`src/inc/dcc_pkg.sv`:
```
package dcc_pkg;

  localparam int AXI_AW = 5;
  localparam logic [AXI_AW-1:0] OFS_CONTROL = 5'h00;
  localparam logic [AXI_AW-1:0] OFS_IRQ_STATUS = 5'h04;
  localparam logic [AXI_AW-1:0] OFS_IRQ_MASK = 5'h08;
  localparam logic [AXI_AW-1:0] OFS_PORT_DIR = 5'h0C;

  localparam logic [1:0] RESP_OKAY = 2'h0;
  localparam logic [1:0] RESP_SLVERR = 2'h2;

  // Bit positions in the control register, and of the change bit in the IRQ status and mask registers.
  localparam int BIT_RES2 = 7;
  localparam int BIT_RES1 = 6;
  localparam int BIT_INV2 = 5;
  localparam int BIT_INV1 = 4;
  localparam int BIT_SWAP = 3;
  localparam int BIT_CHANGE = 0;

  typedef struct packed {
    logic inv2;
    logic inv1;
    logic swap;
    logic [2:0] mode;
  } dcc_ctrl_t;

  localparam dcc_ctrl_t CTRL_RESET = 6'h07;
  localparam logic [5:0] PORT_DIR_RESET = 6'h3F;
  localparam logic IRQ_MASK_RESET = 1'h0;

  localparam logic [2:0] MODE_ANALOG = 3'h0;
  localparam logic [2:0] MODE_ONE_C1 = 3'h1;
  localparam logic [2:0] MODE_TWO_IND = 3'h2;
  localparam logic [2:0] MODE_COMMON = 3'h3;
  localparam logic [2:0] MODE_TWO_OUT = 3'h4;
  localparam logic [2:0] MODE_ONE_C2 = 3'h5;
  localparam logic [2:0] MODE_MUX_REF = 3'h6;
  localparam logic [2:0] MODE_OFF = 3'h7;

  // Input selector codes: analog pin index, or the internal reference.
  localparam logic [2:0] SEL_PIN0 = 3'h0;
  localparam logic [2:0] SEL_PIN1 = 3'h1;
  localparam logic [2:0] SEL_PIN2 = 3'h2;
  localparam logic [2:0] SEL_PIN3 = 3'h3;
  localparam logic [2:0] SEL_VREF = 3'h7;

  // Port A direction bits that gate the two result pins.
  localparam int DIR_BIT_C1 = 4;
  localparam int DIR_BIT_C2 = 5;

  typedef struct packed {
    logic c2On;
    logic c1On;
    logic [2:0] c2Pos;
    logic [2:0] c2Neg;
    logic [2:0] c1Pos;
    logic [2:0] c1Neg;
  } dcc_route_t;

  localparam dcc_route_t ROUTE_RESET = 14'h0000;

endpackage

```
`src/design/dcc_top.sv`:
```
module dcc_top (
  input wire logic clk_sys,
  input wire logic sys_rst,
  input wire logic [dcc_pkg::AXI_AW-1:0] s_axi_awaddr,
  input wire logic s_axi_awvalid,
  output logic s_axi_awready,
  input wire logic [31:0] s_axi_wdata,
  input wire logic [3:0] s_axi_wstrb,
  input wire logic s_axi_wvalid,
  output logic s_axi_wready,
  output logic [1:0] s_axi_bresp,
  output logic s_axi_bvalid,
  input wire logic s_axi_bready,
  input wire logic [dcc_pkg::AXI_AW-1:0] s_axi_araddr,
  input wire logic s_axi_arvalid,
  output logic s_axi_arready,
  output logic [31:0] s_axi_rdata,
  output logic [1:0] s_axi_rresp,
  output logic s_axi_rvalid,
  input wire logic s_axi_rready,
  input wire logic [1:0] cmpRaw,
  output dcc_pkg::dcc_route_t analogRoute,
  output logic [1:0] cmpPinOut,
  output logic [1:0] cmpPinOe,
  output logic [5:0] portADirection,
  output logic irq
);

  dcc_pkg::dcc_ctrl_t ctrlQ;
  dcc_pkg::dcc_route_t routeD;
  dcc_pkg::dcc_route_t routeQ;
  logic [5:0] portDirQ;
  logic maskQ;
  logic flagQ;
  logic [1:0] syncQ1;
  logic [1:0] syncQ2;
  logic [1:0] cmpOn;
  logic [1:0] result;
  logic [1:0] latchedQ;
  logic [1:0] pinOutQ;
  logic [1:0] pinOeQ;

  logic awHeldQ;
  logic wHeldQ;
  logic [dcc_pkg::AXI_AW-1:0] awAddrQ;
  logic [31:0] wDataQ;
  logic wStrb0Q;
  logic bValidQ;
  logic [1:0] bRespQ;
  logic rValidQ;
  logic [31:0] rDataQ;
  logic [1:0] rRespQ;
  logic doWrite;
  logic doRead;
  logic ctrlTouch;

  function automatic dcc_pkg::dcc_route_t route_of(
    input logic [2:0] mode,
    input logic swap
  );
    dcc_pkg::dcc_route_t r;
    r = dcc_pkg::ROUTE_RESET;
    unique case (mode)
      dcc_pkg::MODE_ANALOG, dcc_pkg::MODE_OFF: begin
        r.c1On = 1'b0;
        r.c2On = 1'b0;
      end
      dcc_pkg::MODE_ONE_C1: begin
        r.c1On = 1'b1;
        r.c1Neg = dcc_pkg::SEL_PIN0;
        r.c1Pos = dcc_pkg::SEL_PIN3;
      end
      dcc_pkg::MODE_ONE_C2: begin
        r.c2On = 1'b1;
        r.c2Neg = dcc_pkg::SEL_PIN1;
        r.c2Pos = dcc_pkg::SEL_PIN2;
      end
      dcc_pkg::MODE_TWO_IND, dcc_pkg::MODE_TWO_OUT: begin
        r.c1On = 1'b1;
        r.c2On = 1'b1;
        r.c1Neg = dcc_pkg::SEL_PIN0;
        r.c1Pos = dcc_pkg::SEL_PIN3;
        r.c2Neg = dcc_pkg::SEL_PIN1;
        r.c2Pos = dcc_pkg::SEL_PIN2;
      end
      dcc_pkg::MODE_COMMON: begin
        r.c1On = 1'b1;
        r.c2On = 1'b1;
        r.c1Neg = dcc_pkg::SEL_PIN0;
        r.c1Pos = dcc_pkg::SEL_PIN2;
        r.c2Neg = dcc_pkg::SEL_PIN1;
        r.c2Pos = dcc_pkg::SEL_PIN2;
      end
      dcc_pkg::MODE_MUX_REF: begin
        r.c1On = 1'b1;
        r.c2On = 1'b1;
        r.c1Pos = dcc_pkg::SEL_VREF;
        r.c2Pos = dcc_pkg::SEL_VREF;
        r.c1Neg = swap ? dcc_pkg::SEL_PIN3 : dcc_pkg::SEL_PIN0;
        r.c2Neg = swap ? dcc_pkg::SEL_PIN2 : dcc_pkg::SEL_PIN1;
      end
    endcase
    return r;
  endfunction

  // Register bus handshakes.
  assign s_axi_awready = !awHeldQ;
  assign s_axi_wready = !wHeldQ;
  assign s_axi_arready = !rValidQ;
  assign s_axi_bvalid = bValidQ;
  assign s_axi_bresp = bRespQ;
  assign s_axi_rvalid = rValidQ;
  assign s_axi_rdata = rDataQ;
  assign s_axi_rresp = rRespQ;
  assign doWrite = awHeldQ && wHeldQ && !bValidQ;
  assign doRead = s_axi_arvalid && !rValidQ;
  assign ctrlTouch = (doWrite && awAddrQ == dcc_pkg::OFS_CONTROL)
    || (doRead && s_axi_araddr == dcc_pkg::OFS_CONTROL);

  always_ff @(posedge clk_sys) begin
    if (sys_rst) begin
      awHeldQ <= 1'b0;
      awAddrQ <= '0;
    end else if (s_axi_awvalid && !awHeldQ) begin
      awHeldQ <= 1'b1;
      awAddrQ <= s_axi_awaddr;
    end else if (doWrite) begin
      awHeldQ <= 1'b0;
    end
  end

  always_ff @(posedge clk_sys) begin
    if (sys_rst) begin
      wHeldQ <= 1'b0;
      wDataQ <= '0;
      wStrb0Q <= 1'b0;
    end else if (s_axi_wvalid && !wHeldQ) begin
      wHeldQ <= 1'b1;
      wDataQ <= s_axi_wdata;
      wStrb0Q <= s_axi_wstrb[0];
    end else if (doWrite) begin
      wHeldQ <= 1'b0;
    end
  end

  always_ff @(posedge clk_sys) begin
    if (sys_rst) begin
      bValidQ <= 1'b0;
      bRespQ <= dcc_pkg::RESP_OKAY;
    end else if (doWrite) begin
      bValidQ <= 1'b1;
      bRespQ <= (awAddrQ[1:0] == 2'h0 && awAddrQ <= dcc_pkg::OFS_PORT_DIR)
        ? dcc_pkg::RESP_OKAY : dcc_pkg::RESP_SLVERR;
    end else if (s_axi_bready) begin
      bValidQ <= 1'b0;
    end
  end

  always_ff @(posedge clk_sys) begin
    if (sys_rst) begin
      rValidQ <= 1'b0;
      rDataQ <= '0;
      rRespQ <= dcc_pkg::RESP_OKAY;
    end else if (doRead) begin
      rValidQ <= 1'b1;
      rRespQ <= dcc_pkg::RESP_OKAY;
      unique case (s_axi_araddr)
        dcc_pkg::OFS_CONTROL: rDataQ <= {24'h000000, result, ctrlQ};
        dcc_pkg::OFS_IRQ_STATUS: rDataQ <= {31'h00000000, flagQ};
        dcc_pkg::OFS_IRQ_MASK: rDataQ <= {31'h00000000, maskQ};
        dcc_pkg::OFS_PORT_DIR: rDataQ <= {26'h0000000, portDirQ};
        default: begin
          rDataQ <= '0;
          rRespQ <= dcc_pkg::RESP_SLVERR;
        end
      endcase
    end else if (s_axi_rready) begin
      rValidQ <= 1'b0;
    end
  end

  // Only the low byte lane carries register bits; results are read-only.
  always_ff @(posedge clk_sys) begin
    if (sys_rst) begin
      ctrlQ <= dcc_pkg::CTRL_RESET;
    end else if (doWrite && wStrb0Q && awAddrQ == dcc_pkg::OFS_CONTROL) begin
      ctrlQ <= dcc_pkg::dcc_ctrl_t'(wDataQ[5:0]);
    end
  end

  always_ff @(posedge clk_sys) begin
    if (sys_rst) begin
      portDirQ <= dcc_pkg::PORT_DIR_RESET;
      maskQ <= dcc_pkg::IRQ_MASK_RESET;
    end else if (doWrite && wStrb0Q) begin
      if (awAddrQ == dcc_pkg::OFS_PORT_DIR) begin
        portDirQ <= wDataQ[5:0];
      end
      if (awAddrQ == dcc_pkg::OFS_IRQ_MASK) begin
        maskQ <= wDataQ[dcc_pkg::BIT_CHANGE];
      end
    end
  end

  // Route is registered so the analog switches never see decode glitches.
  assign routeD = route_of(ctrlQ.mode, ctrlQ.swap);
  always_ff @(posedge clk_sys) begin
    if (sys_rst) begin
      routeQ <= dcc_pkg::ROUTE_RESET;
    end else begin
      routeQ <= routeD;
    end
  end
  assign analogRoute = routeQ;

  // The raw outputs are asynchronous to this clock.
  always_ff @(posedge clk_sys) begin
    if (sys_rst) begin
      syncQ1 <= 2'h0;
      syncQ2 <= 2'h0;
    end else begin
      syncQ1 <= cmpRaw;
      syncQ2 <= syncQ1;
    end
  end

  assign cmpOn = {routeQ.c2On, routeQ.c1On};
  // A switched-off comparator reads low whatever its inversion bit.
  assign result[0] = cmpOn[0] & (syncQ2[0] ^ ctrlQ.inv1);
  assign result[1] = cmpOn[1] & (syncQ2[1] ^ ctrlQ.inv2);

  always_ff @(posedge clk_sys) begin
    if (sys_rst) begin
      latchedQ <= 2'h0;
    end else if (ctrlTouch) begin
      latchedQ <= result;
    end
  end

  // Mismatch keeps setting the flag; a set in the clear cycle wins.
  always_ff @(posedge clk_sys) begin
    if (sys_rst) begin
      flagQ <= 1'b0;
    end else if (result != latchedQ) begin
      flagQ <= 1'b1;
    end else if (doWrite && wStrb0Q && awAddrQ == dcc_pkg::OFS_IRQ_STATUS
                 && wDataQ[dcc_pkg::BIT_CHANGE]) begin
      flagQ <= 1'b0;
    end
  end
  assign irq = flagQ & maskQ;

  always_ff @(posedge clk_sys) begin
    if (sys_rst) begin
      pinOutQ <= 2'h0;
      pinOeQ <= 2'h0;
    end else begin
      pinOutQ <= result;
      pinOeQ[0] <= cmpOn[0] & !portDirQ[dcc_pkg::DIR_BIT_C1];
      pinOeQ[1] <= cmpOn[1] & !portDirQ[dcc_pkg::DIR_BIT_C2];
    end
  end
  assign cmpPinOut = pinOutQ;
  assign cmpPinOe = pinOeQ;
  assign portADirection = portDirQ;
endmodule

```
`config.mk`:
```
export PLATFORM = sky130hd
export DESIGN_NAME = dcc_top
export DESIGN_NICKNAME = d
export VERILOG_FILES = /design/src/inc/dcc_pkg.sv /design/src/design/dcc_top.sv
export SDC_FILE = /design/constraint.sdc
export NUM_CORES = 1
export LEC_CHECK = 0
export CORE_AREA = 2 2 77 79
export DETAILED_ROUTE_END_ITERATION = 8
export DIE_AREA = 0 0 79 81
export DONT_BUFFER_PORTS = 1
export SLEW_MARGIN = 20
export SYNTH_ARGS = -nofsm -noshare
export SYNTH_HDL_FRONTEND = slang
export SYNTH_SLANG_ARGS = --single-unit
```
`constraint.sdc`:
```
create_clock -name clk_sys -period 2.75 [get_ports clk_sys]
set_clock_uncertainty 0.05 [all_clocks]
set_input_delay 0.55 -clock clk_sys [delete_from_list [all_inputs] [get_ports clk_sys]]
set_output_delay 0.55 -clock clk_sys [all_outputs]
set_load 0.01 [all_outputs]
```
==> results of run 1 <==
==> cell usage after synthesis (2+ instances only) <==
cell	instances	area, sq um
mux2i_1	16	160
a22o_1	5	43.8
buf_4	32	240
inv_1	10	37.5
nor2b_1	7	43.8
o21bai_1	2	15.0
a211o_1	9	78.8
nor2_1	41	154
a211oi_1	3	22.5
a22oi_1	6	45.0
or3b_1	2	17.5
nor3_1	6	30.0
nand4_1	3	18.8
nor3b_1	3	22.5
or3_1	2	12.5
nand2_1	4	15.0
buf_2	2	10.0
nand2b_1	2	12.5
and3_1	2	12.5
a21oi_1	7	35.0
buf_1	2	7.51
xor2_1	4	35.0
dfxtp_1	58	1160
and2_1	5	31.3
clkbuf_1	6	22.5
==> logic make-up after synthesis <==
family	synth area share, %
multiplexers	7.55
other	0.155
XOR/XNOR	1.45
buffers and inverters	13.6
AND/OR/NAND/NOR	18.1
flip-flops	48.0
AO/OA/AOI/OAI	11.2
==> flip-flops by register name (all words and copies together) (netlist names), 2 cells and up <==
| register | cells |
|---|---|
| s_axi_rdata | 8 |
| syncQ1 | 2 |
| portADirection | 6 |
| cmpPinOe | 2 |
| awAddrQ | 5 |
| ctrlQ | 6 |
| analogRoute | 8 |
| syncQ2 | 2 |
| wDataQ | 6 |
| cmpPinOut | 2 |
| latchedQ | 2 |
==> worst register-to-register path: stages, from the launching register on <==
cell     delay, ns
dfxtp_1       0.36
and3b_1       0.43
nand4_1       0.47
a211o_1       0.42
==> final cells by class <==
type / instances / area share (%)
multi-input combinational: 168 / 40.6
sequential: 58 / 45.7
clock inverter: 6 / 3.15
clock buffer: 10 / 5.41
inverter: 10 / 1.48
tap: 75 / 3.69
==> per-layer routing <==
metal / GRT usage (%) / vias to the layer above / routed length, microns
li1: - / 790 / -
met1: 17.3 / 723 / 2120
met2: 20.8 / 60 / 1870
met3: 9.67 / 7 / 435
met4: 6.21 / 0 / 75
met5: 0 / - / 0
==> power groups by stage <==
stage | registers, mW | logic, mW | clock network, mW
CTS | 0.884 | 0.0924 | 0.878
global placement | 0.902 | 0.0905 | 0
detailed placement | 0.902 | 0.0923 | 0
finish | 0.884 | 0.0920 | 0.859
floorplan | 0.897 | 0.126 | 0
global route | 0.886 | 0.104 | 0.928
==> worst paths after layout <==
kind | from | endpoint
setup / recovery | s_axi_bvalid | portADirection[4]
hold reg to reg | syncQ1[1] | syncQ2[1]
hold / removal | sys_rst | syncQ1[1]
setup reg to reg | s_axi_bvalid | portADirection[4]
==> run metrics, run 1 <==
Sw Share 22.3%; routed wire length per instance 13.7 microns; post-place setup slack 0.914 ns; DP Cell Count 311; DP HPWL 3140 microns; TritonCTS Buffers 9; # clock sinks 58; Hold/Removal Path Class in2reg; via/cell ratio 4.83; Ports 121; nature of the critical path startpoint register; Final Hold Fails 0; TritonRoute pass-1 iters 5; largest net degree at the start of global routing 57; crit path DAT 2.01 ns; Period minus WS final 1.84 ns; cell area after synthesis 0.00242 sq mm; hold slack final 0.241 ns; Max FO, Critical Path 12; WP depth 3; clk slew on worst S/H paths 0.07 ns; Net Switching 0.409 mW; Routability Congestion 0.686; WHS Path Cells 1; Max stage delay on crit path 0.47 ns; CTS max path bufs 2; area post-placement 0.00232 sq mm; Worst-Skew Late Latency 0.33 ns; total wire length 4500 microns; Post-Layout Cell Count 327; Final Max Slew Viols 0; Pwr per Cell Area 722 mW/mm^2; Synth Instances 252; antenna-violating nets left 0; number of synthesized flops with an enable pin 0; Final WS setup 0.911 ns; Vias 1,580; Yosys reg bits 58; combinational share of power 5.0%; All-Layer GR Usage 14.6%; initial drt markers 50; FFs w/ async S/R, synth 0%; top_reg_cell synth dfxtp_1; post_cts resized 0; CTS H-tree depth 3; Root Driver clkbuf_8; placement row count 28; Peak VDD IR 271 uV; sequential area share after synthesis 48.0%; worst setup path category reg2reg; r2r setup slk 0.91 ns; setup tns final 0 ns; commonest non-fill, non-tap cells in the layout 58 x dfxtp_1, 41 x nor2_1, 28 x conb_1, 16 x mux2i_1; Synth cell types 38; nets 302; max cap viols 0; commonest non-fill, non-tap cell in the layout dfxtp_1; max_slew headroom 47.4%; layout cell share with drive strength beyond 1 8.73%; buffers added on ports 0; Design Power 1.83 mW; CTS tree yes; Finish-stage setup viols 0; Layout area overhead 5.01%; global-route wire length before repair 6950 microns; CP required 2.92 ns; Yosys warning total 0; Worst Tran Pin Value 0.788 ns; postcts setup bufs 0; Avg Cell Area, Syn 9.61 sq um; final instance area 0.00254 sq mm; CP top delay family simple AND/OR/NAND/NOR gates; CP max-delay cell nand4_1; Die ar. 0.00640 sq mm; static leakage 1.05 nW; area of the multi-input gates 0.00103 sq mm; Die H 81 microns; post-route DRC violation count 0; Seq pwr share 48.2%; fmax 544 MHz; sequential cell area 0.00116 sq mm; status finished, final reports clean; initial antenna violation count 0; Initial Util 42.7%; RSZ-0062 raised after global routing no; vias in the first global route 1,402; Worst Reg-to-Reg Cells 3; Worst Path Buf+Inv 0; P_int 1.43 mW; n_diodes 0; CTS Hold Bufs 0; GR Overflow Total 0; # fillers 569; CP endpoint kind register; worst-path cell chain and3b_1, nand4_1, a211o_1; final core utilization 44.8%; core area 0.00568 sq mm; Final Cycle Share 66.9%; Die W 79 microns; clock power share 46.8%
(Power assumes the default switching activity.)
==> inputs of run 2 (changes only) <==
==> constraint.sdc (replaced) <==
create_clock -name clk_sys -period 1.5 [get_ports clk_sys]
set_clock_uncertainty 0.05 [all_clocks]
set_input_delay 0.3 -clock clk_sys [delete_from_list [all_inputs] [get_ports clk_sys]]
set_output_delay 0.3 -clock clk_sys [all_outputs]
set_load 0.01 [all_outputs]
==> run metrics, run 2 (synthesis results as in run 1) <==
total wire length 4600 microns; Initial Util 42.7%; Period minus WS final 1.43 ns; hold slack final 0.0173 ns; Root Driver clkbuf_8; crit path DAT 1.60 ns; routed wire length per instance 13.5 microns; setup tns final 0 ns; Worst-Skew Late Latency 0.33 ns; status finished, final reports clean; CTS max path bufs 2; Ports 121; initial drt markers 76; Sw Share 22.2%; Peak VDD IR 421 uV; antenna-violating nets left 0; Net Switching 0.734 mW; commonest non-fill, non-tap cell in the layout dfxtp_1; CP required 1.66 ns; TritonCTS Buffers 9; Vias 1,631; # fillers 543; Die W 79 microns; core area 0.00568 sq mm; final core utilization 46.8%; P_int 2.57 mW; placement row count 28; Final Hold Fails 0; layout cell share with drive strength beyond 1 12.8%; postcts setup bufs 0; area of the multi-input gates 0.00103 sq mm; max cap viols 0; Post-Layout Cell Count 341; global-route wire length before repair 6970 microns; CP endpoint kind register; origin of the critical flop-to-flop path s_axi_bvalid; CTS tree yes; largest net degree at the start of global routing 48; Hold/Removal Path Class in2reg; vias in the first global route 1,442; WHS Path Cells 1; Worst Reg-to-Reg Cells 3; initial antenna violation count 0; # clock sinks 58; sequential cell area 0.00116 sq mm; HP Start sys_rst; RSZ-0062 raised after global routing yes; Final WS setup 0.0667 ns; clk slew on worst S/H paths 0.06 ns; Die H 81 microns; Layout area overhead 9.72%; worst setup path category reg2reg; DP Cell Count 324; Seq pwr share 48.9%; buffers added on ports 0; fmax 698 MHz; clock power share 44.1%; All-Layer GR Usage 14.6%; Routability Congestion 0.710; area post-placement 0.00242 sq mm; Hold EP portADirection[3]; via/cell ratio 4.78; static leakage 1.12 nW; Final Max Slew Viols 0; Finish-stage setup viols 0; post-place setup slack 0.0668 ns; r2r setup slk 0.07 ns; Design Power 3.30 mW; combinational share of power 7.0%; nets 317; final instance area 0.00266 sq mm; commonest non-fill, non-tap cells in the layout 58 x dfxtp_1, 41 x nor2_1, 28 x conb_1, 16 x mux2i_1, 13 x buf_4; Die ar. 0.00640 sq mm; Pwr per Cell Area 1240 mW/mm^2; nature of the critical path startpoint register; Max FO, Critical Path 9; DP HPWL 3230 microns; post-route DRC violation count 0; Final Cycle Share 95.6%; TritonRoute pass-1 iters 4; Crit Reg-Reg Endpoint ctrlQ[1]; n_diodes 0; CTS H-tree depth 3; GR Overflow Total 0
## run 2: critical path, stage by stage, from the launching register on
cell     delay (ns)
dfxtp_1        0.31
and3b_1        0.32
nand4_2        0.29
a211o_1        0.36
## run 2: metal layers
metal,global-route usage (%),wire [microns],part of all wire (%)
met5,0,0,0
met3,7.33,352,7.7
met2,21.6,2040,44
met4,6.72,45,0.98
met1,17.8,2160,47
## run 2: timing repair
| item | 4_1_cts | 5_1_grt |
|---|---|---|
| hold buffers | 1 | 1 |
| gates resized for setup | 0 | 0 |
| setup endpoints to repair | 0 | 3 |
| hold endpoints to repair | 47 | 4 |
## run 2: cell type report
cell class / count / area share (%)
Sequential cell: 58 / 43.7
Multi-Input combinational cell: 168 / 38.9
Clock buffer: 13 / 6.36
Timing Repair Buffer: 15 / 4.80
Tap cell: 75 / 3.53
Inverter: 10 / 1.41
Clock inverter: 2 / 1.32
## run 2: how the worst max path moves through the flow
stage                              to            start  slack [ns]
finish                       ctrlQ[1]     s_axi_bvalid        0.07
global route                 ctrlQ[1]       awAddrQ[4]       -0.03
CTS                          ctrlQ[1]     s_axi_bvalid        0.05
detailed placement     s_axi_rdata[7]  s_axi_araddr[1]        0.07
global placement             ctrlQ[1]     s_axi_bvalid        0.06
floorplan           portADirection[0]     s_axi_bvalid        0.05
## run 2: power by group through the flow
stage	clock, mW	sequential (mW)	combinational, mW
2_1_floorplan	0	1.64	0.231
4_1_cts	1.50	1.62	0.230
6_report	1.46	1.62	0.233
5_1_grt	1.58	1.62	0.260
3_3_place_gp	0	1.65	0.201
3_5_place_dp	0	1.65	0.205
==> inputs of run 3 (changes only) <==
--- a/config.mk
+++ b/config.mk
@@ -5,10 +5,12 @@
 export SDC_FILE = /design/constraint.sdc
 export NUM_CORES = 1
 export LEC_CHECK = 0
-export CORE_AREA = 2 2 77 79
+export CAP_MARGIN = 10
+export CORE_AREA = 2 2 69 71
 export DETAILED_ROUTE_END_ITERATION = 8
-export DIE_AREA = 0 0 79 81
+export DIE_AREA = 0 0 71 73
 export DONT_BUFFER_PORTS = 1
+export PLACE_DENSITY = 0.73
 export SLEW_MARGIN = 20
 export SYNTH_ARGS = -nofsm -noshare
 export SYNTH_HDL_FRONTEND = slang
==> run metrics, run 3 (synthesis results as in run 1) <==
buffers added on ports 0; Die W 71 microns; Root Driver clkbuf_8; Pwr per Cell Area 1150 mW/mm^2; Worst Reg-to-Reg Cells 4; Final Cycle Share 94.1%; worst setup path category reg2reg; Vias 1,595; WHS Path Cells 1; origin of the critical flop-to-flop path awAddrQ[1]; Max stage delay on crit path 0.33 ns; CTS max path bufs 2; Die ar. 0.00518 sq mm; Layout area overhead 6.46%; Ports 121; via/cell ratio 5.03; Initial Util 53.4%; nature of the critical path startpoint register; setup tns final 0 ns; CP max-delay cell dfxtp_1; # clock sinks 58; TritonCTS Buffers 9; global-route wire length before repair 7030 microns; Max FO, Critical Path 12; TritonRoute pass-1 iters 4; Peak VDD IR 774 uV; routed wire length per instance 13.7 microns; CTS tree yes; Final Max Slew Viols 0; DP HPWL 3010 microns; total wire length 4360 microns; core area 0.00454 sq mm; status finished, final reports clean; Finish-stage setup viols 0; HP Start sys_rst; crit path DAT 1.58 ns; CP required 1.67 ns; largest net degree at the start of global routing 48; Top Layer Used met4; hold slack final 0.0167 ns; Period minus WS final 1.41 ns; Final Hold Fails 0; CP top delay family simple AND/OR/NAND/NOR gates; layout cell share with drive strength beyond 1 11.0%; Hold/Removal Path Class in2reg; Final WS setup 0.0890 ns; CTS H-tree depth 3; WL met3 328 microns; clk slew on worst S/H paths 0.06 ns; Crit Reg-Reg Endpoint portADirection[4]; antenna-violating nets left 0; r2r setup slk 0.09 ns; Routability Congestion 0.743; n_diodes 0; initial antenna violation count 0; max cap viols 0; GR Overflow Total 0; static leakage 1.08 nW; # fillers 410; post-place setup slack -0.0654 ns; CP endpoint kind register; worst-path cell chain nor3_4, nand4_1, buf_4, a211o_1; Die H 73 microns; commonest non-fill, non-tap cell in the layout dfxtp_1; post-route DRC violation count 0; vias in the first global route 1,446; RSZ-0062 raised after global routing no; commonest non-fill, non-tap cells in the layout 58 x dfxtp_1, 41 x nor2_1, 28 x conb_1, 16 x mux2i_1, 11 x buf_4; met2 routed WL 1850 microns; placement row count 25; initial drt markers 81; fmax 709 MHz; met1 wire length 2070 microns; All-Layer GR Usage 18.0%; final core utilization 56.8%; Worst-Skew Late Latency 0.33 ns; nets 316; Hold EP portADirection[1]; Worst Path Buf+Inv 1
==> run 3: per-layer routing <==
| metal | vias to the layer above | GRT usage [%] |
|---|---|---|
| met5 | - | 0 |
| met2 | 59 | 24.9 |
| met4 | 0 | 10.7 |
| met1 | 715 | 23.4 |
| li1 | 811 | - |
| met3 | 10 | 7.60 |
==> run 3: final cells by class <==
| class | count | area [sq um] | share of cell area, % |
|---|---|---|---|
| Clock buffer | 12 | 135 | 5.24 |
| Clock inverter | 1 | 5.00 | 0.194 |
| Inverter | 10 | 37.5 | 1.46 |
| Multi-Input combinational cell | 168 | 1050 | 40.7 |
| Sequential cell | 58 | 1160 | 45.0 |
| Tap cell | 54 | 67.6 | 2.62 |
| Timing Repair Buffer | 14 | 123 | 4.76 |
==> run 3: metrics by stage <==
stage	area (sq um)	power (mW)	instances
after global routing	2580	3.08	317
after floorplan	2520	1.88	279
after CTS	2570	2.98	316
after detailed placement	2370	1.84	300
final	2580	2.96	317
after global placement	2370	1.84	300
==> run 3: where the power goes <==
part           internal (mW)  leakage [nW]  switching, mW
combinational         0.0944         0.537          0.136
sequential              1.58         0.472         0.0366
clock                  0.569        0.0722          0.542
==> run 3: worst max-delay path by stage <==
stage,start,to,slack [ns],depth (start not counted)
finish,awAddrQ[1],portADirection[4],0.09,4
global placement,awAddrQ[4],ctrlQ[0],-0.03,3
detailed placement,awAddrQ[4],ctrlQ[2],-0.07,3
floorplan,s_axi_bvalid,portADirection[0],0.05,6
CTS,wHeldQ,portADirection[4],0.03,4
global route,awAddrQ[1],portADirection[4],0.004,4
==> run 3: repair_timing <==
action,in CTS,in global routing
hold buffers,3,0
pin swaps,0,1
setup buffers,0,1
hold endpoints to repair,47,0
gates resized for setup,2,1
endpoints found under the setup margin,3,8
